==> src/common/adc_ctrl_pkg.sv <==
// Constants, register map and field layout for the converter control block.
// Assumes a 32-bit APB slave with one aligned word per register.
package adc_ctrl_pkg;

  // ----------------------------------------------------------------------
  // Register byte offsets
  // ----------------------------------------------------------------------
  localparam logic [7:0] OFS_MUX    = 8'h00;  // mux_select_reg
  localparam logic [7:0] OFS_CSA    = 8'h04;  // control_status_a
  localparam logic [7:0] OFS_CSB    = 8'h08;  // control_status_b
  localparam logic [7:0] OFS_RES_LO = 8'h0C;  // result_low
  localparam logic [7:0] OFS_RES_HI = 8'h10;  // result_high

  // ----------------------------------------------------------------------
  // Field positions
  // ----------------------------------------------------------------------
  // mux_select_reg
  localparam int MUX_CH_LSB  = 0;   // channel_select [2:0]
  localparam int MUX_LADJ    = 5;   // left_adjust
  localparam int MUX_REF_LSB = 6;   // reference_select [7:6]
  // control_status_a
  localparam int CSA_PS_LSB  = 0;   // prescaler_select [2:0]
  localparam int CSA_FLAG    = 4;   // conversion_complete_flag, W1C
  localparam int CSA_ATE     = 5;   // auto_trigger_enable
  localparam int CSA_START   = 6;   // start_conversion
  localparam int CSA_EN      = 7;   // adc_enable
  // control_status_b
  localparam int CSB_TS_LSB  = 0;   // trigger_select [2:0]

  // ----------------------------------------------------------------------
  // Widths and timing
  // ----------------------------------------------------------------------
  localparam int RES_W    = 10;     // Result width
  localparam int CH_W     = 3;      // Channel select width
  localparam int REF_W    = 2;      // Reference select width
  localparam int PS_W     = 3;      // Prescaler select width
  localparam int TS_W     = 3;      // Trigger select width
  localparam int NTRIG    = 8;      // Trigger sources
  localparam int PRE_W    = 7;      // Prescaler counter width (max /128)
  // Conversion lengths in converter clock cycles
  localparam logic [4:0] CYC_NORMAL = 5'd13;
  localparam logic [4:0] CYC_FIRST  = 5'd25;
  // Sample point, whole converter cycles after start (half cycle on top)
  localparam logic [4:0] SH_NORMAL  = 5'd1;
  localparam logic [4:0] SH_FIRST   = 5'd13;
  localparam logic [4:0] SH_AUTO    = 5'd2;
  // Trigger source index reserved for the completion flag
  localparam logic [TS_W-1:0] TS_FLAG = 3'h0;

  // Selection carried from the temporary register into the converter
  typedef struct packed {
    logic [REF_W-1:0] ref_sel;
    logic [CH_W-1:0]  ch_sel;
  } mux_sel_t;

  // Conversion sequencer states
  typedef enum logic [1:0] {
    ST_IDLE = 2'b00,
    ST_CONV = 2'b01,
    ST_DONE = 2'b10
  } conv_state_t;

endpackage

==> src/core/adc_ctrl.sv <==
// Converter control: APB registers, prescaler, triggering, sequencing.
// Assumes the analog front end compares against dac_code each tick.
`timescale 1ns/10ps
module adc_ctrl #(
  parameter int NTRIG = adc_ctrl_pkg::NTRIG
) (
  // Clock and reset
  input  wire logic                        pclk,
  input  wire logic                        presetn,
  // APB slave
  input  wire logic                        psel,
  input  wire logic                        penable,
  input  wire logic                        pwrite,
  input  wire logic [7:0]                  paddr,
  input  wire logic [31:0]                 pwdata,
  output logic      [31:0]                 prdata,
  output logic                             pready,
  output logic                             pslverr,
  // Event sources from other blocks, index 0 unused
  input  wire logic [NTRIG-1:0]            trig_src,
  // Analog front end
  input  wire logic                        comp_above,
  output logic      [adc_ctrl_pkg::RES_W-1:0] dac_code,
  output adc_ctrl_pkg::mux_sel_t           mux_sel,
  output logic                             analog_on,
  output logic                             sample_hold,
  output logic                             conv_done
);

  initial begin
    if (NTRIG != (1 << adc_ctrl_pkg::TS_W))
      $error("adc_ctrl: NTRIG must match trigger_select width");
  end

  // ----------------------------------------------------------------------
  // Software visible state
  // ----------------------------------------------------------------------
  logic [adc_ctrl_pkg::CH_W-1:0]  chan_q;      // Temporary channel select
  logic [adc_ctrl_pkg::REF_W-1:0] ref_q;       // Temporary reference
  logic                           ladj_q;      // left_adjust
  logic [adc_ctrl_pkg::PS_W-1:0]  ps_q;        // prescaler_select
  logic                           flag_q;      // conversion_complete_flag
  logic                           ate_q;       // auto_trigger_enable
  logic                           start_q;     // start_conversion
  logic                           en_q;        // adc_enable
  logic [adc_ctrl_pkg::TS_W-1:0]  ts_q;        // trigger_select
  logic [adc_ctrl_pkg::RES_W-1:0] res_q;       // Held result
  logic                           lock_q;      // Result update block
  adc_ctrl_pkg::mux_sel_t         sel_q;       // Selection in use

  // Converter sequencing
  adc_ctrl_pkg::conv_state_t      state_q;
  logic [adc_ctrl_pkg::PRE_W-1:0] pre_q;       // Prescaler counter
  logic [4:0]                     cyc_q;       // Converter cycles elapsed
  logic [4:0]                     len_q;       // Length of this conversion
  logic [4:0]                     sh_q;        // Sample instant
  logic                           first_q;     // Next conversion is first
  logic                           pend_q;      // Software start pending
  logic                           single_q;    // Current one is single
  logic [1:0]                     tsync_q;     // Trigger synchroniser
  logic                           tprev_q;     // Trigger edge history
  logic                           sh_q_out;
  logic                           done_q;
  logic [31:0]                    prdata_q;
  logic                           pready_q;

  // ----------------------------------------------------------------------
  // Bus decode
  // ----------------------------------------------------------------------
  logic acc;        // Access phase, completes this edge
  logic wr;
  logic rd;
  assign acc = psel && penable && pready_q;
  assign wr  = acc && pwrite;
  assign rd  = acc && !pwrite;

  logic wr_csa;
  logic start_wr;
  logic rd_lo;
  logic rd_hi;
  assign wr_csa   = wr && paddr == adc_ctrl_pkg::OFS_CSA;
  assign start_wr = wr_csa && pwdata[adc_ctrl_pkg::CSA_START] &&
                    (en_q || pwdata[adc_ctrl_pkg::CSA_EN]);
  assign rd_lo    = rd && paddr == adc_ctrl_pkg::OFS_RES_LO;
  assign rd_hi    = rd && paddr == adc_ctrl_pkg::OFS_RES_HI;

  // Ready one cycle after the setup phase: no wait states, access completes in its first cycle
  always_ff @(posedge pclk or negedge presetn) begin
    if (!presetn) begin
      pready_q <= 1'b0;
    end else begin
      pready_q <= psel && !pready_q;
    end
  end

  // ----------------------------------------------------------------------
  // Prescaler
  // ----------------------------------------------------------------------
  logic tick;       // One converter clock rising edge
  logic trig_edge;
  logic [adc_ctrl_pkg::PRE_W-1:0] pre_max;
  assign pre_max = (ps_q == 3'h0) ? 7'h01
                 : adc_ctrl_pkg::PRE_W'((8'h01 << ps_q) - 8'h01);
  assign tick    = en_q && pre_q == pre_max;

  always_ff @(posedge pclk or negedge presetn) begin
    if (!presetn) begin
      pre_q <= '0;
    end else if (!en_q || (trig_edge && state_q == adc_ctrl_pkg::ST_IDLE)) begin
      pre_q <= '0;
    end else if (tick) begin
      pre_q <= '0;
    end else begin
      pre_q <= pre_q + 7'h01;
    end
  end

  // ----------------------------------------------------------------------
  // Auto trigger edge detect
  // ----------------------------------------------------------------------
  logic trig_lvl;
  // source select, flag in slot 0
  assign trig_lvl  = (ts_q == adc_ctrl_pkg::TS_FLAG) ? flag_q
                   : tsync_q[1];
  // edge only, busy edges dropped below
  assign trig_edge = ate_q && en_q && trig_lvl && !tprev_q;

  // External events are synchronised; the flag is already local
  always_ff @(posedge pclk or negedge presetn) begin
    if (!presetn) begin
      tsync_q <= 2'b00;
      tprev_q <= 1'b0;
    end else begin
      tsync_q <= {tsync_q[0], trig_src[ts_q]};
      tprev_q <= trig_lvl;
    end
  end

  // ----------------------------------------------------------------------
  // Conversion sequencer
  // ----------------------------------------------------------------------
  logic conv_start; // Conversion begins this cycle
  logic last_tick;  // Final converter cycle ends
  logic free_run;
  // flag as source repeats regardless of clearing
  assign free_run   = ate_q && ts_q == adc_ctrl_pkg::TS_FLAG;
  // software start waits for converter clock
  assign conv_start = state_q == adc_ctrl_pkg::ST_IDLE && en_q &&
                      ((pend_q && tick) ||
                       (trig_edge && ts_q != adc_ctrl_pkg::TS_FLAG));
  assign last_tick  = state_q == adc_ctrl_pkg::ST_CONV && tick &&
                      cyc_q == len_q - 5'd1;

  always_ff @(posedge pclk or negedge presetn) begin
    if (!presetn) begin
      state_q  <= adc_ctrl_pkg::ST_IDLE;
      cyc_q    <= '0;
      len_q    <= adc_ctrl_pkg::CYC_NORMAL;
      sh_q     <= adc_ctrl_pkg::SH_NORMAL;
      first_q  <= 1'b1;
      single_q <= 1'b0;
    end else if (!en_q) begin
      state_q <= adc_ctrl_pkg::ST_IDLE;
      first_q <= 1'b1;
    end else begin
      case (state_q)
        adc_ctrl_pkg::ST_IDLE: begin
          if (conv_start) begin
            state_q  <= adc_ctrl_pkg::ST_CONV;
            cyc_q    <= '0;
            single_q <= pend_q;
            first_q  <= 1'b0;
            len_q    <= first_q ? adc_ctrl_pkg::CYC_FIRST
                                : adc_ctrl_pkg::CYC_NORMAL;
            sh_q     <= first_q ? adc_ctrl_pkg::SH_FIRST
                      : pend_q  ? adc_ctrl_pkg::SH_NORMAL
                                : adc_ctrl_pkg::SH_AUTO;
          end
        end
        adc_ctrl_pkg::ST_CONV: begin
          if (last_tick) begin
            state_q <= adc_ctrl_pkg::ST_DONE;
          end else if (tick) begin
            cyc_q <= cyc_q + 5'd1;
          end
        end
        adc_ctrl_pkg::ST_DONE: begin
          if (free_run) begin
            state_q <= adc_ctrl_pkg::ST_CONV;
            cyc_q   <= '0;
            len_q   <= adc_ctrl_pkg::CYC_NORMAL;
            sh_q    <= adc_ctrl_pkg::SH_NORMAL;
          end else begin
            state_q <= adc_ctrl_pkg::ST_IDLE;
          end
          single_q <= 1'b0;
        end
        default: state_q <= adc_ctrl_pkg::ST_IDLE;
      endcase
    end
  end

  // Pending software start, taken at the next converter clock edge
  always_ff @(posedge pclk or negedge presetn) begin
    if (!presetn) begin
      pend_q <= 1'b0;
    end else if (!en_q || conv_start) begin
      pend_q <= start_wr && !conv_start;
    end else if (start_wr && state_q == adc_ctrl_pkg::ST_IDLE) begin
      pend_q <= 1'b1;
    end
  end

  // ----------------------------------------------------------------------
  // Sample-and-hold strobe, half a converter clock after a whole count
  // ----------------------------------------------------------------------
  logic half;
  assign half = pre_q == (pre_max >> 1);
  // sample at whole plus half cycle
  always_ff @(posedge pclk or negedge presetn) begin
    if (!presetn) begin
      sh_q_out <= 1'b0;
    end else begin
      sh_q_out <= en_q && state_q == adc_ctrl_pkg::ST_CONV && half &&
                  cyc_q == sh_q;
    end
  end

  // ----------------------------------------------------------------------
  // Binary search, one bit per converter cycle after sampling
  // ----------------------------------------------------------------------
  logic [adc_ctrl_pkg::RES_W-1:0] code;
  adc_sar_core #(
    .WIDTH (adc_ctrl_pkg::RES_W)
  ) u_sar (
    .pclk       (pclk),
    .presetn    (presetn),
    .begin_p    (sh_q_out),
    .step_p     (tick && state_q == adc_ctrl_pkg::ST_CONV && cyc_q > sh_q),
    .comp_above (comp_above),
    .trial      (dac_code),
    .code       (code)
  );

  // ----------------------------------------------------------------------
  // Selection latch
  // ----------------------------------------------------------------------
  // follows temporary register while enabled, except mid conversion
  // channel change held until the final converter cycle of a conversion
  always_ff @(posedge pclk or negedge presetn) begin
    if (!presetn) begin
      sel_q <= '0;
    end else if (en_q && (state_q != adc_ctrl_pkg::ST_CONV ||
                          (tick && cyc_q == len_q - 5'd2))) begin
      sel_q <= '{ref_sel: ref_q, ch_sel: chan_q};
    end
  end

  // ----------------------------------------------------------------------
  // Control registers
  // ----------------------------------------------------------------------
  always_ff @(posedge pclk or negedge presetn) begin
    if (!presetn) begin
      chan_q <= '0;
      ref_q  <= '0;
      ladj_q <= 1'b0;
      ps_q   <= '0;
      ate_q  <= 1'b0;
      en_q   <= 1'b0;
      ts_q   <= '0;
    end else if (wr) begin
      case (paddr)
        adc_ctrl_pkg::OFS_MUX: begin
          chan_q <= pwdata[adc_ctrl_pkg::MUX_CH_LSB +: adc_ctrl_pkg::CH_W];
          ref_q  <= pwdata[adc_ctrl_pkg::MUX_REF_LSB +: adc_ctrl_pkg::REF_W];
          ladj_q <= pwdata[adc_ctrl_pkg::MUX_LADJ];
        end
        adc_ctrl_pkg::OFS_CSA: begin
          ps_q  <= pwdata[adc_ctrl_pkg::CSA_PS_LSB +: adc_ctrl_pkg::PS_W];
          ate_q <= pwdata[adc_ctrl_pkg::CSA_ATE];
          en_q  <= pwdata[adc_ctrl_pkg::CSA_EN];
        end
        adc_ctrl_pkg::OFS_CSB: begin
          ts_q <= pwdata[adc_ctrl_pkg::CSB_TS_LSB +: adc_ctrl_pkg::TS_W];
        end
        default: ;
      endcase
    end
  end

  // Start bit: set by software or any conversion start, held while busy, cleared at end unless free running
  always_ff @(posedge pclk or negedge presetn) begin
    if (!presetn) begin
      start_q <= 1'b0;
    end else if (!en_q && !start_wr) begin
      start_q <= 1'b0;
    end else if (start_wr || conv_start) begin
      start_q <= 1'b1;
    end else if (state_q == adc_ctrl_pkg::ST_DONE && !free_run) begin
      start_q <= 1'b0;
    end
  end

  // Completion flag, set wins over the write-one clear
  // Set one cycle after the last tick, together with the result
  always_ff @(posedge pclk or negedge presetn) begin
    if (!presetn) begin
      flag_q <= 1'b0;
    end else if (done_q) begin
      flag_q <= 1'b1;
    end else if (wr_csa && pwdata[adc_ctrl_pkg::CSA_FLAG]) begin
      flag_q <= 1'b0;
    end
  end

  // Result and read lock
  always_ff @(posedge pclk or negedge presetn) begin
    if (!presetn) begin
      res_q  <= '0;
      lock_q <= 1'b0;
    end else begin
      // discard while blocked; taken one cycle after the last tick
      // so the final search step of an auto-triggered conversion counts
      if (done_q && !lock_q) begin
        res_q <= code;
      end
      // high read releases, low read blocks
      if (rd_hi) begin
        lock_q <= 1'b0;
      end else if (rd_lo) begin
        lock_q <= 1'b1;
      end
    end
  end

  // ----------------------------------------------------------------------
  // Read data
  // ----------------------------------------------------------------------
  logic [15:0] res_al;
  assign res_al = ladj_q ? {res_q, 6'h00} : {6'h00, res_q};

  always_ff @(posedge pclk or negedge presetn) begin
    if (!presetn) begin
      prdata_q <= '0;
    end else if (psel && !penable && !pwrite) begin
      case (paddr)
        adc_ctrl_pkg::OFS_MUX:
          prdata_q <= {24'h0, ref_q, ladj_q, 2'h0, chan_q};
        adc_ctrl_pkg::OFS_CSA:
          prdata_q <= {24'h0, en_q, start_q, ate_q, flag_q, 1'h0, ps_q};
        adc_ctrl_pkg::OFS_CSB:    prdata_q <= {29'h0, ts_q};
        adc_ctrl_pkg::OFS_RES_LO: prdata_q <= {24'h0, res_al[7:0]};
        adc_ctrl_pkg::OFS_RES_HI: prdata_q <= {24'h0, res_al[15:8]};
        default:                  prdata_q <= '0;
      endcase
    end
  end

  // Conversion done pulse for the front end
  always_ff @(posedge pclk or negedge presetn) begin
    if (!presetn) begin
      done_q <= 1'b0;
    end else begin
      done_q <= last_tick;
    end
  end

  // Outputs
  assign prdata      = prdata_q;
  assign pready      = pready_q;
  assign pslverr     = 1'b0;
  assign mux_sel     = sel_q;
  assign analog_on   = en_q;
  assign sample_hold = sh_q_out;
  assign conv_done   = done_q;

endmodule

==> src/core/adc_sar_core.sv <==
// Successive approximation register: one bit decided per converter tick.
// Assumes the analog comparator answers within the tick it is asked.
`timescale 1ns/10ps
module adc_sar_core #(
  parameter int WIDTH = 10
) (
  // Clock and reset
  input  wire logic             pclk,
  input  wire logic             presetn,
  // Control
  input  wire logic             begin_p,     // Clear and start the search
  input  wire logic             step_p,      // Decide one bit
  // Analog comparator
  input  wire logic             comp_above,  // Input above trial code
  output logic      [WIDTH-1:0] trial,       // Code under test
  output logic      [WIDTH-1:0] code         // Settled code
);

  initial begin
    if (WIDTH < 2) $error("adc_sar_core: WIDTH too small");
  end

  logic [WIDTH-1:0] bit_q;   // Bit currently under test
  logic [WIDTH-1:0] acc_q;   // Accepted bits
  logic [WIDTH-1:0] trial_q; // Code under test, straight from a register
  logic [WIDTH-1:0] keep;    // Accepted bits after this step

  // ----------------------------------------------------------------------
  // Binary search
  // ----------------------------------------------------------------------
  assign keep  = comp_above ? (acc_q | bit_q) : acc_q;
  assign trial = trial_q;
  assign code  = acc_q;

  // Each step keeps the trial bit when the input lies above it; the next
  // trial is formed here so the comparator never sees a gated code
  always_ff @(posedge pclk or negedge presetn) begin
    if (!presetn) begin
      bit_q   <= '0;
      acc_q   <= '0;
      trial_q <= '0;
    end else if (begin_p) begin
      bit_q   <= {1'b1, {(WIDTH-1){1'b0}}};
      acc_q   <= '0;
      trial_q <= {1'b1, {(WIDTH-1){1'b0}}};
    end else if (step_p && bit_q != '0) begin
      acc_q   <= keep;
      bit_q   <= bit_q >> 1;
      trial_q <= keep | (bit_q >> 1);
    end
  end

endmodule

==> config.mk <==
export PLATFORM = sky130hd
export DESIGN_NAME = adc_ctrl
export DESIGN_NICKNAME = d
export VERILOG_FILES = /design/src/common/adc_ctrl_pkg.sv /design/src/core/adc_ctrl.sv /design/src/core/adc_sar_core.sv
export SDC_FILE = /design/constraint.sdc
export NUM_CORES = 1
export LEC_CHECK = 0
export BUFFER_PORTS_ARGS = -buffer_cell sky130_fd_sc_hd__buf_4
export CAP_MARGIN = 20
export CORE_ASPECT_RATIO = 1.2
export CORE_MARGIN = 5
export CORE_UTILIZATION = 45
export DETAILED_ROUTE_END_ITERATION = 16
export GPL_TIMING_DRIVEN = 0
export MAX_ROUTING_LAYER = met4
export PLACE_DENSITY = 0.77
export SYNTH_ARGS = -nofsm -noshare
export SYNTH_HDL_FRONTEND = slang
export SYNTH_HIERARCHICAL = 1
export SYNTH_SLANG_ARGS = --single-unit
export TNS_END_PERCENT = 5
==> constraint.sdc <==
create_clock -name pclk -period 3.8 [get_ports pclk]
set_clock_uncertainty 0.2 [all_clocks]
set_input_delay 0.19 -clock pclk [delete_from_list [all_inputs] [get_ports pclk]]
set_output_delay 0.19 -clock pclk [all_outputs]
set_load 0.02 [all_outputs]
# After elaboration in Yosys (flattened, before gate mapping)
# Cells that the tools add are included.
[totals]
regBits = 126
in_bits = 54
output_inout_bits = 52
[op_classes]
addsub = 5
shifts = 1
n_reduce_logical = 72
n_lt_le_gt_ge = 2
bitwise_logic = 2
mux = 46
n_eq_ne = 20
[ops]
columns = ["cell", "n"]
rows = [
  ["10-bit 2-to-1 mux", 7],
  ["5-bit 2-to-1 mux", 9],
  ["8-bit case mux with 5 select lines", 1],
  ["1-bit logical AND", 37],
  ["7-bit 2-to-1 mux", 3],
  ["5-bit case mux with 2 select lines", 2],
  ["8-bit by 4-bit equality test with 1-bit output, second input constant", 2],
  ["16-bit 2-to-1 mux", 1],
  ["5-bit equality test", 3],
  ["1-bit 2-to-1 mux", 15],
  ["5-bit case mux with 3 select lines", 1],
  ["10-bit OR", 1],
  ["10-bit by 9-bit OR with 10-bit output", 1],
  ["2-bit AND reduction", 5],
  ["10-bit nonzero test", 1],
  ["2-bit nonzero test", 5],
  ["1-bit zero test", 9],
  ["3-bit nonzero test", 3],
  ["8-bit by 3-bit equality test with 1-bit output, second input constant", 1],
  ["8-bit by 5-bit equality test with 1-bit output, second input constant", 1],
  ["8-bit zero test", 1],
  ["2-bit 2-to-1 mux", 4],
  ["2-bit inequality test, second input constant", 4],
  ["7-bit by 1-bit adder with 7-bit output, second input constant", 1],
  ["21 further kinds", 30],
]

# Logic depth before layout (Yosys ltp)
# Gate-level depths: netlist (run 1).
[logic_depth]
depth_word = 11
ltp_mapped = 10
mapped_depth_nobuf = 9

# Cells and area by module
# The synthesis (run 1) kept the hierarchy.
[modules_own_cells]
columns = ["mod", "cells_each", "area_each_um2", "instances"]
rows = [
  ["adc_ctrl", 365, 3751.1, 1],
  ["adc_sar_core", 132, 1446.4, 1],
]

# Worst setup path after synthesis (run 1)
# OpenSTA, ideal clock, no wires.
[synth_timing]
path_kind = "flip-flop to flip-flop"
start = "register pre_q[3] in the netlist's numbering"
end = "register u_sar.trial_q[4], in the netlist u_sar/trial[4]"
arrival_time_ns = 3.175
n_path_buf = 2
setup_time_ns = 0.139
period_less_slack_ns = 3.514
t_required_ns = 3.461
setup_slack_ns = 0.286
stages_incl_launch_ff = 11
path_cell_list = "dfrtp_1 -> buf_6 -> or4_4 -> o32ai_2 -> a31oi_2 -> or2_2 -> a2111oi_0 -> inv_1 -> buf_6 -> a311oi_1 -> a211oi_1"
[synth_between]
elab_chain_cells = 6
[synth_rtl]
columns = ["item", "line_no", "text"]
rows = [
  ["start, declared", "adc_ctrl.sv:53", "logic [adc_ctrl_pkg::PRE_W-1:0] pre_q;"],
  ["start signal, assigned", "adc_ctrl.sv:114", "pre_q <= pre_q + 7'h01;"],
  ["7-bit equality test", "adc_ctrl.sv:104", "assign tick = en_q && pre_q == pre_max;"],
  ["1-bit logical AND", "adc_ctrl.sv:104", ""],
  ["1-bit logical AND (2 in a row)", "adc_ctrl.sv:239", ".step_p (tick && state_q == adc_ctrl_pkg::ST_CONV && cyc_q > sh_q),"],
  ["1-bit logical AND", "adc_sar_core.sv:46", "end else if (step_p && bit_q != '0) begin"],
  ["2-bit nonzero test (no source line)", "--", ""],
  ["end signal, assigned", "adc_sar_core.sv:45", "trial_q <= {1'b1, {(WIDTH-1){1'b0}}};"],
  ["end signal, assigned", "adc_sar_core.sv:49", "trial_q <= keep | (bit_q >> 1);"],
  ["end, declared", "adc_sar_core.sv:25", "logic [WIDTH-1:0] trial_q;"],
]
# Every way passes these cells.
# A chain may end at the register's enable or synchronous reset.

# Worst setup path in the final report (run 1)
[layout_timing]
start = "register ps_q[2] in the netlist's numbering"
end = "register u_sar.bit_q[4]"
[layout_between]
elab_chain_cells = 9
[layout_rtl]
columns = ["item", "line_no", "text"]
rows = [
  ["start, declared", "adc_ctrl.sv:41", "logic [adc_ctrl_pkg::PS_W-1:0] ps_q;"],
  ["start signal, assigned", "adc_ctrl.sv:279", "ps_q <= pwdata[adc_ctrl_pkg::CSA_PS_LSB +: adc_ctrl_pkg::PS_W];"],
  ["1-bit by 3-bit left shift with 7-bit output", "adc_ctrl.sv:103", ": adc_ctrl_pkg::PRE_W'((8'h01 << ps_q) - 8'h01);"],
  ["7-bit by 1-bit subtractor with 7-bit output", "adc_ctrl.sv:103", ""],
  ["7-bit 2-to-1 mux *", "adc_ctrl.sv:102", "assign pre_max = (ps_q == 3'h0) ? 7'h01"],
  ["7-bit equality test *", "adc_ctrl.sv:104", ""],
  ["1-bit logical AND *", "adc_ctrl.sv:104", ""],
  ["1-bit logical AND * (2 in a row)", "adc_ctrl.sv:239", ""],
  ["1-bit logical AND *", "adc_sar_core.sv:46", ""],
  ["2-bit nonzero test (no source line) *", "--", ""],
  ["end signal, assigned", "adc_sar_core.sv:43", "bit_q <= {1'b1, {(WIDTH-1){1'b0}}};"],
  ["end signal, assigned", "adc_sar_core.sv:48", "bit_q <= bit_q >> 1;"],
  ["end, declared", "adc_sar_core.sv:23", "logic [WIDTH-1:0] bit_q;"],
]
# Mark *: on every way between the ends. The rest lies on a longest branch, timed or not.

==> results of run 1 <==
[routing by layer]
metal  part of all wire  up-vias  track usage
li1                   -     1970            -
met2               0.51      147        0.312
met1               0.40     2074        0.230
met5                  0        -            -
met3              0.063       29       0.0448
met4              0.024        0       0.0624
[registers in the layout, indices dropped and copies added, names as in the netlist, 2 cells and up]
register	cells
u_sar/bit_q	10
pre_q	7
prdata	8
tsync_q	2
state_q	2
u_sar/code	10
chan_q	3
sh_q	3
mux_sel	5
ref_q	2
ts_q	3
u_sar/trial	10
cyc_q	5
res_q	10
ps_q	3
[Yosys cell counts (8+ instances only)]
master and count:
clkbuf_1 13, nand2_1 35, inv_1 27, a21oi_1 26
mux2i_1 12, nand2b_1 8, a211oi_1 9, nor2_1 33
nor3_1 10, mux2_2 30, a311oi_1 9, nor2b_1 8
buf_4 25, o21ai_0 17, dfrtp_1 93
[path summary, 6_finish.rpt]
kind	end	slack, ns	cells past startpoint	start
hold reg to reg	tsync_q[1]$_DFF_PN0_	0.16	0	tsync_q[0]$_DFF_PN0_
min in group asynchronous	mux_sel[1]$_DFFE_PN0P_	0.16	2	presetn
hold / removal	prdata[0]$_DFFE_PN0P_	0.09	4	pwrite
setup / recovery	u_sar/bit_q[4]$_DFFE_PN0P_	0.31	10	ps_q[2]$_DFFE_PN0P_
max in group asynchronous	sh_q[0]$_DFFE_PN1P_	2.53	3	presetn
setup reg to reg	u_sar/bit_q[4]$_DFFE_PN0P_	0.31	10	ps_q[2]$_DFFE_PN0P_
[worst max-delay path: stages, from the launching register on]
cell	delay (ns)
dfrtp_1	0.44
clkbuf_1	0.36
o21ai_0	0.20
xor2_1	0.22
o2111ai_2	0.24
or2_2	0.38
a2111oi_1	0.42
buf_2	0.28
clkbuf_2	0.30
mux2i_1	0.25
nor2_1	0.06
[repair_timing]
item,4_1_cts,5_1_grt
hold endpoints to repair,56,0
gates resized for setup,0,1
hold buffers,10,0
endpoints found under the setup margin,0,13
[power groups by stage]
stage / Combinational [mW] / Sequential (mW) / Clock (mW)
finish: 0.127 / 1.03 / 1.09
global route: 0.139 / 1.03 / 1.15
CTS: 0.126 / 1.03 / 1.11
detailed placement: 0.117 / 1.05 / 0
global placement: 0.111 / 1.05 / 0
floorplan: 0.0617 / 1.05 / 0
[final cells by class]
cell class / count / area (sq um)
Buffer: 49 / 335
Tap cell: 157 / 196
Inverter: 27 / 101
Timing Repair Buffer: 66 / 538
Fill cell: 962 / 5070
Multi-Input combinational cell: 349 / 2450
Sequential cell: 96 / 2410
Clock inverter: 5 / 129
Clock buffer: 11 / 233
[logic make-up (layout without fill, tap and decap cells)]
kind of cell | Yosys count | after routing | share of synthesized area
xor+xnor | 8 | 8 | 0.0135
mux | 45 | 45 | 0.0989
buf+inv | 76 | 158 | 0.0838
flops | 96 | 96 | 0.463
compound gates | 120 | 120 | 0.171
fa+ha+maj | 7 | 7 | 0.0169
simple gates | 144 | 144 | 0.152
other cells | 1 | 25 | 0.000722
[metrics by stage]
stage | setup WS, ns | power [mW] | instances | util | cell area, sq um
floorplan | 0.286 | 1.11 | 521 | - | 5290
global placement | -0.643 | 1.16 | 732 | 0.514 | 5890
detailed placement | 0.201 | 1.16 | 734 | 0.517 | 5920
CTS | 0.164 | 2.26 | 760 | 0.557 | 6380
global route | 0.0551 | 2.32 | 760 | 0.557 | 6390
finish | 0.306 | 2.25 | 760 | 0.557 | 6390
==> out/results.tsv, run 1 <==
stage	metric	value	unit
status	outcome	finished clean	
floorplanning	Die H	128	microns
placement	IO Port Bufs	54	
sta	worst rel slew slack	0.366	
sta	Slew @ Worst Pin	0.942	ns
clock_tree	Root Buffer	clkbuf_16	
clock_tree	Num CTS Buffers	9	
synthesis	Post-Synthesis Cells	497	
sta	RSZ-0062 raised after global routing	no	
clock_tree	CTS tree	built	
sta	max frequency	0.286	GHz
routing	# DRC	0	
pwr	P_leak	2.96	nW
sta	Fin Hold WS	0.0925	ns
global_routing	global-route wire length before repair	20300	microns
routing	First DRT Iteration DRCs	322	
sta	pins over their slew limit	0	
setup_path	Max Fanout on Critical Path	10	
cells_and_area	commonest non-fill, non-tap cells in the layout	dfrtp_1, buf_4, nand2_1, nor2_1, mux2_2	
setup_path	Worst setup EP type	flip-flop	
routing	average wire per standard cell	16.4	microns
synthesis	main area contributors after synthesis	dfrtp_1, mux2_2, buf_4, nand2_1, a21oi_1	
synthesis	Post-Syn Area	0.00520	sq mm
min_path	Worst Hold Class	input port to flip-flop	
setup_path	Startpoint Class	flip-flop	
pwr	Peak supply drop	0.326	mV
synthesis	Post-synth EDFFs	0	
floorplanning	FP Rows	43	
setup_path	CP arrival	3.51	ns
sta	Tcrit/Tclk final	0.920	
global_routing	vias in the first global route	4197	
cells_and_area	Layout area overhead	22.9	%
floorplanning	DIE AREA	0.0138	sq mm
clock_tree	CTS Sinks	96	
synthesis	number of synthesized register bits	96	
synthesis	average size of a mapped cell	10.5	sq um
floorplanning	Die Width	108	microns
synthesis	ys flop type	dfrtp_1	
placement	Final Wtd Congestion	0.861	
cells_and_area	Final nets	659	
global_routing	gr ovfl total	0	
routing	Total Routed Length	12400	microns
pwr	combinational share of power	0.056	
synthesis	sequential fraction of the synthesis area	0.463	
pwr	Sw Ratio	0.203	
floorplanning	io pins	106	
pwr	Pint	1.79	mW
synthesis	Synth async-reset ratio	1.00	
setup_path	crit path kind	flip-flop to flip-flop	
pwr	Pwr per Cell Area	352	mW/mm^2
global_routing	initial antenna violation count	0	
floorplanning	Initial Util	0.454	
routing	via count	4220	
cells_and_area	share of layout cells above drive strength 1	0.275	
clock_tree	clock-pin slew on the worst setup and hold paths	0.06	ns
routing	DRT Pass-1 Iters	6	
cells_and_area	ANT cells	0	
clock_tree	Max Root-Sink Buffers	2	
synthesis	dominant cell type by area after synthesis	dfrtp_1	
routing	DRT antenna net count	0	
synthesis	Yosys top cell area share	0.448	
sta	final hold violations	0	
global_routing	All-Layer GR Usage	0.189	
pwr	Flop pwr share	0.457	
synthesis	Unique masters post-synth	79	
placement	DP HPWL	8950	microns
synthesis	Yosys warning count	6	
sta	setup_tns	0	ns
floorplanning	core area	0.0115	sq mm
clock_tree	# Post-CTS Setup Buffers	0	
pwr	Sw Pwr	0.455	mW
routing	DR vias/cell	5.55	
global_routing	largest net degree at the start of global routing	59	
job	Maximum Capacitance Violations	0	
clock_tree	Clk Latency, worst-skew pair	0.35	ns
pwr	clock group share of total power	0.486	
clock_tree	Max H-tree Level	3	
sta	minimum clock period	3.49	ns
setup_path	Worst Path Required	3.81	ns
sta	Setup violations, final	0	
cells_and_area	most common cell after layout, fill and taps aside	dfrtp_1	
Power figures use the tool's default switching activity.
==> run 2: changes to the inputs <==
- ABC_AREA: unset -> 1
==> out/results.tsv, run 2 <==
stage	metric	value	unit	change
setup_path	Max Fanout on Critical Path	10		unchanged
sta	minimum clock period	2.47	ns	-1.02 ns
setup_path	FF-to-FF setup slack	1.33	ns	+1.02 ns
sta	worst rel slew slack	0.573		+0.207
cells_and_area	share of layout cells above drive strength 1	0.196		-0.0795
cells_and_area	Layout area overhead	21.7	%	
floorplanning	io pins	106		unchanged
setup_path	Worst setup EP type	flip-flop		
global_routing	global-route wire length before repair	20900	microns	+2.9%
cells_and_area	commonest non-fill, non-tap cells in the layout	nand2_1, dfrtp_1, buf_4, inv_1, nand3_1		
synthesis	ys flop type	dfrtp_1		
floorplanning	DIE AREA	0.0140	sq mm	+1.7%
clock_tree	clock-pin slew on the worst setup and hold paths	0.07	ns	about the same
floorplanning	Die Width	109	microns	+0.83%
setup_path	reg2reg end	u_sar/code[5]$_DFFE_PN0P_		
synthesis	Synth async-reset ratio	1.00		unchanged
synthesis	Unique masters post-synth	45		-43%
clock_tree	CTS tree	built		
synthesis	main area contributors after synthesis	dfrtp_1, nand2_1, nand3_1, inv_1, buf_4		
synthesis	synth cell count leaders	nand2_1, dfrtp_1, inv_1, nand3_1, nor2_1		
synthesis	Yosys top cell area share	0.440		-0.00804
sta	max frequency	0.405	GHz	+41%
routing	DRT Pass-1 Iters	6		unchanged
cells_and_area	most common cell after layout, fill and taps aside	nand2_1		
synthesis	Post-synth EDFFs	0		unchanged
sta	pins over their slew limit	0		unchanged
routing	via count	4560		+8.1%
setup_path	Worst Path Required	3.86	ns	+0.05 ns
placement	Setup Slack @ Placement	1.27	ns	+1.07 ns
clock_tree	Root Buffer	clkbuf_16		
sta	Tcrit/Tclk final	0.650		-0.269
floorplanning	Initial Util	0.458		+0.00400
routing	First DRT Iteration DRCs	232		-28%
synthesis	most common cell in the netlist	nand2_1		
synthesis	average size of a mapped cell	8.04	sq um	-23%
clock_tree	Max Root-Sink Buffers	2		unchanged
floorplanning	FP Rows	43		unchanged
routing	Total Routed Length	12700	microns	+1.9%
status	outcome	finished clean		
sta	RSZ-0062 raised after global routing	no		
pwr	Peak supply drop	0.254	mV	-22%
synthesis	dominant cell type by area after synthesis	dfrtp_1		
global_routing	initial antenna violation count	0		unchanged
placement	Final Wtd Congestion	0.934		+8.4%
clock_tree	PostCTS Resize Cnt	0		unchanged
routing	DRT antenna net count	0		unchanged
sta	Fin Hold WS	0.121	ns	+0.0286 ns
pwr	Pwr per Cell Area	501	mW/mm^2	+42%
synthesis	Post-Synthesis Cells	658		+32%
cells_and_area	ANT cells	0		unchanged
synthesis	Yosys warning count	6		unchanged
floorplanning	core area	0.0116	sq mm	+0.94%
global_routing	largest net degree at the start of global routing	61		+3.4%
sta	Slew @ Worst Pin	0.635	ns	-0.308 ns
routing	DR vias/cell	4.94		-11%
setup_path	Startpoint Class	flip-flop		
setup_path	worst r2r path cells	12		+2
clock_tree	Clk Latency, worst-skew pair	0.34	ns	about the same
global_routing	All-Layer GR Usage	0.194		+0.00456
floorplanning	Die H	129	microns	+0.84%
routing	average wire per standard cell	13.7	microns	-16%
synthesis	Post-Syn Area	0.00529	sq mm	+1.8%
pwr	P_leak	3.29	nW	+11%
sta	final hold violations	0		unchanged
sta	Setup violations, final	0		unchanged
global_routing	vias in the first global route	4397		+4.8%
placement	DP HPWL	9620	microns	+7.4%
clock_tree	Num CTS Buffers	9		unchanged
setup_path	crit path kind	flip-flop to flip-flop		
synthesis	sequential fraction of the synthesis area	0.455		-0.00832
sta	setup_tns	0	ns	unchanged
setup_path	CP arrival	2.53	ns	-0.98 ns
synthesis	number of synthesized register bits	96		unchanged
clock_tree	CTS Sinks	96		unchanged
routing	# DRC	0		unchanged
setup_path	Reg2Reg Launch Point	ps_q[2]$_DFFE_PN0P_		
clock_tree	Max H-tree Level	3		unchanged
sta	Setup WS post-layout	1.33	ns	+1.02 ns
global_routing	gr ovfl total	0		unchanged
setup_path	Critical Path Start	ps_q[2]$_DFFE_PN0P_		
cells_and_area	Final nets	822		+25%
setup_path	Critical Path Sink	u_sar/code[5]$_DFFE_PN0P_		
min_path	Worst Hold Class	input port to flip-flop		
placement	IO Port Bufs	54		unchanged
job	Maximum Capacitance Violations	0		unchanged
-- run 2: changes by cell type in the layout (fill, tap and decap cells not counted), sizes merged, moves of 9 or more --
cell / change
a311oi: -9
mux2i: -12
a211o: -9
mux2: -22
nand3: +57
nand2: +151
clkbuf: -15
nor2: +26
inv: +43
o21ai: +16
a211oi: -9
-- run 2: cell type report --
| cell class | count | area (sq um) |
|---|---|---|
| Fill cell | 1081 | 5130 |
| Sequential cell | 96 | 2410 |
| Multi-Input combinational cell | 471 | 2360 |
| Timing Repair Buffer | 68 | 563 |
| Buffer | 44 | 347 |
| Inverter | 71 | 267 |
| Clock buffer | 10 | 229 |
| Tap cell | 157 | 196 |
| Clock inverter | 6 | 68.8 |
-- run 2: logic make-up after synthesis --
logic type               share of synthesized area
AO/OA/AOI/OAI                               0.0856
XOR/XNOR                                    0.0199
adder cells (fa/ha/maj)                     0.0165
buffers and inverters                        0.116
flip-flops                                   0.455
multiplexers                                0.0191
other                                     0.000709
AND/OR/NAND/NOR                              0.288
-- run 2: timing repair --
| action | in CTS | in global routing |
|---|---|---|
| buffers inserted | 0 | 0 |
| hold endpoints to repair | 57 | 0 |
| hold buffers | 13 | 0 |
-- run 2: metrics by stage --
step                cell area, sq um  total power [mW]   util  instances
finish                          6440              3.22  0.557        923
global route                    6440              3.44  0.557        923
CTS                             6440              3.25  0.557        923
global placement                5980              2.29  0.517        893
detailed placement              6010              2.32  0.520        894
floorplan                       5380              2.03      -        682
-- run 2: worst max-delay path, cell delays in order, from the launching register on --
cell and delay (ns):
dfrtp_1 0.37, buf_6 0.14, nand2_2 0.10, clkinv_1 0.09, nand3_1 0.07, nand2_1 0.07
nor2_2 0.14, nand3_1 0.20, nor2_1 0.40, inv_1 0.10, o21bai_4 0.20, buf_6 0.15
o21ai_0 0.16
-- run 2: how the worst min path moves through the flow --
| stage | start | to | slack, ns | cells past startpoint |
|---|---|---|---|---|
| final | comp_above | u_sar/trial[1]$_DFFE_PN0P_ | 0.12 | 5 |
| after global routing | comp_above | u_sar/code[8]$_DFFE_PN0P_ | 0.15 | 4 |
| after CTS | comp_above | u_sar/trial[1]$_DFFE_PN0P_ | 0.11 | 5 |
| after detailed placement | presetn | cyc_q[4]$_DFFE_PN0P_ | -0.008 | 1 |
| after global placement | tsync_q[0]$_DFF_PN0_ | tsync_q[1]$_DFF_PN0_ | 0.14 | 0 |
| after floorplan | presetn | analog_on$_DFFE_PN0P_ | -0.31 | 0 |
-- run 2: per-layer routing --
metal | up-vias | global-route usage | share of wire
met4 | 0 | 0.0587 | 0.016
met3 | 18 | 0.0421 | 0.047
met2 | 122 | 0.324 | 0.51
met1 | 2125 | 0.235 | 0.43
li1 | 2295 | - | -
met5 | - | - | 0
-- run 2: report_power, final --
part	total [mW]	internal [mW]	switching (mW)
Clock	0.915	0.514	0.401
Combinational	0.972	0.398	0.574
Sequential	1.34	1.19	0.147
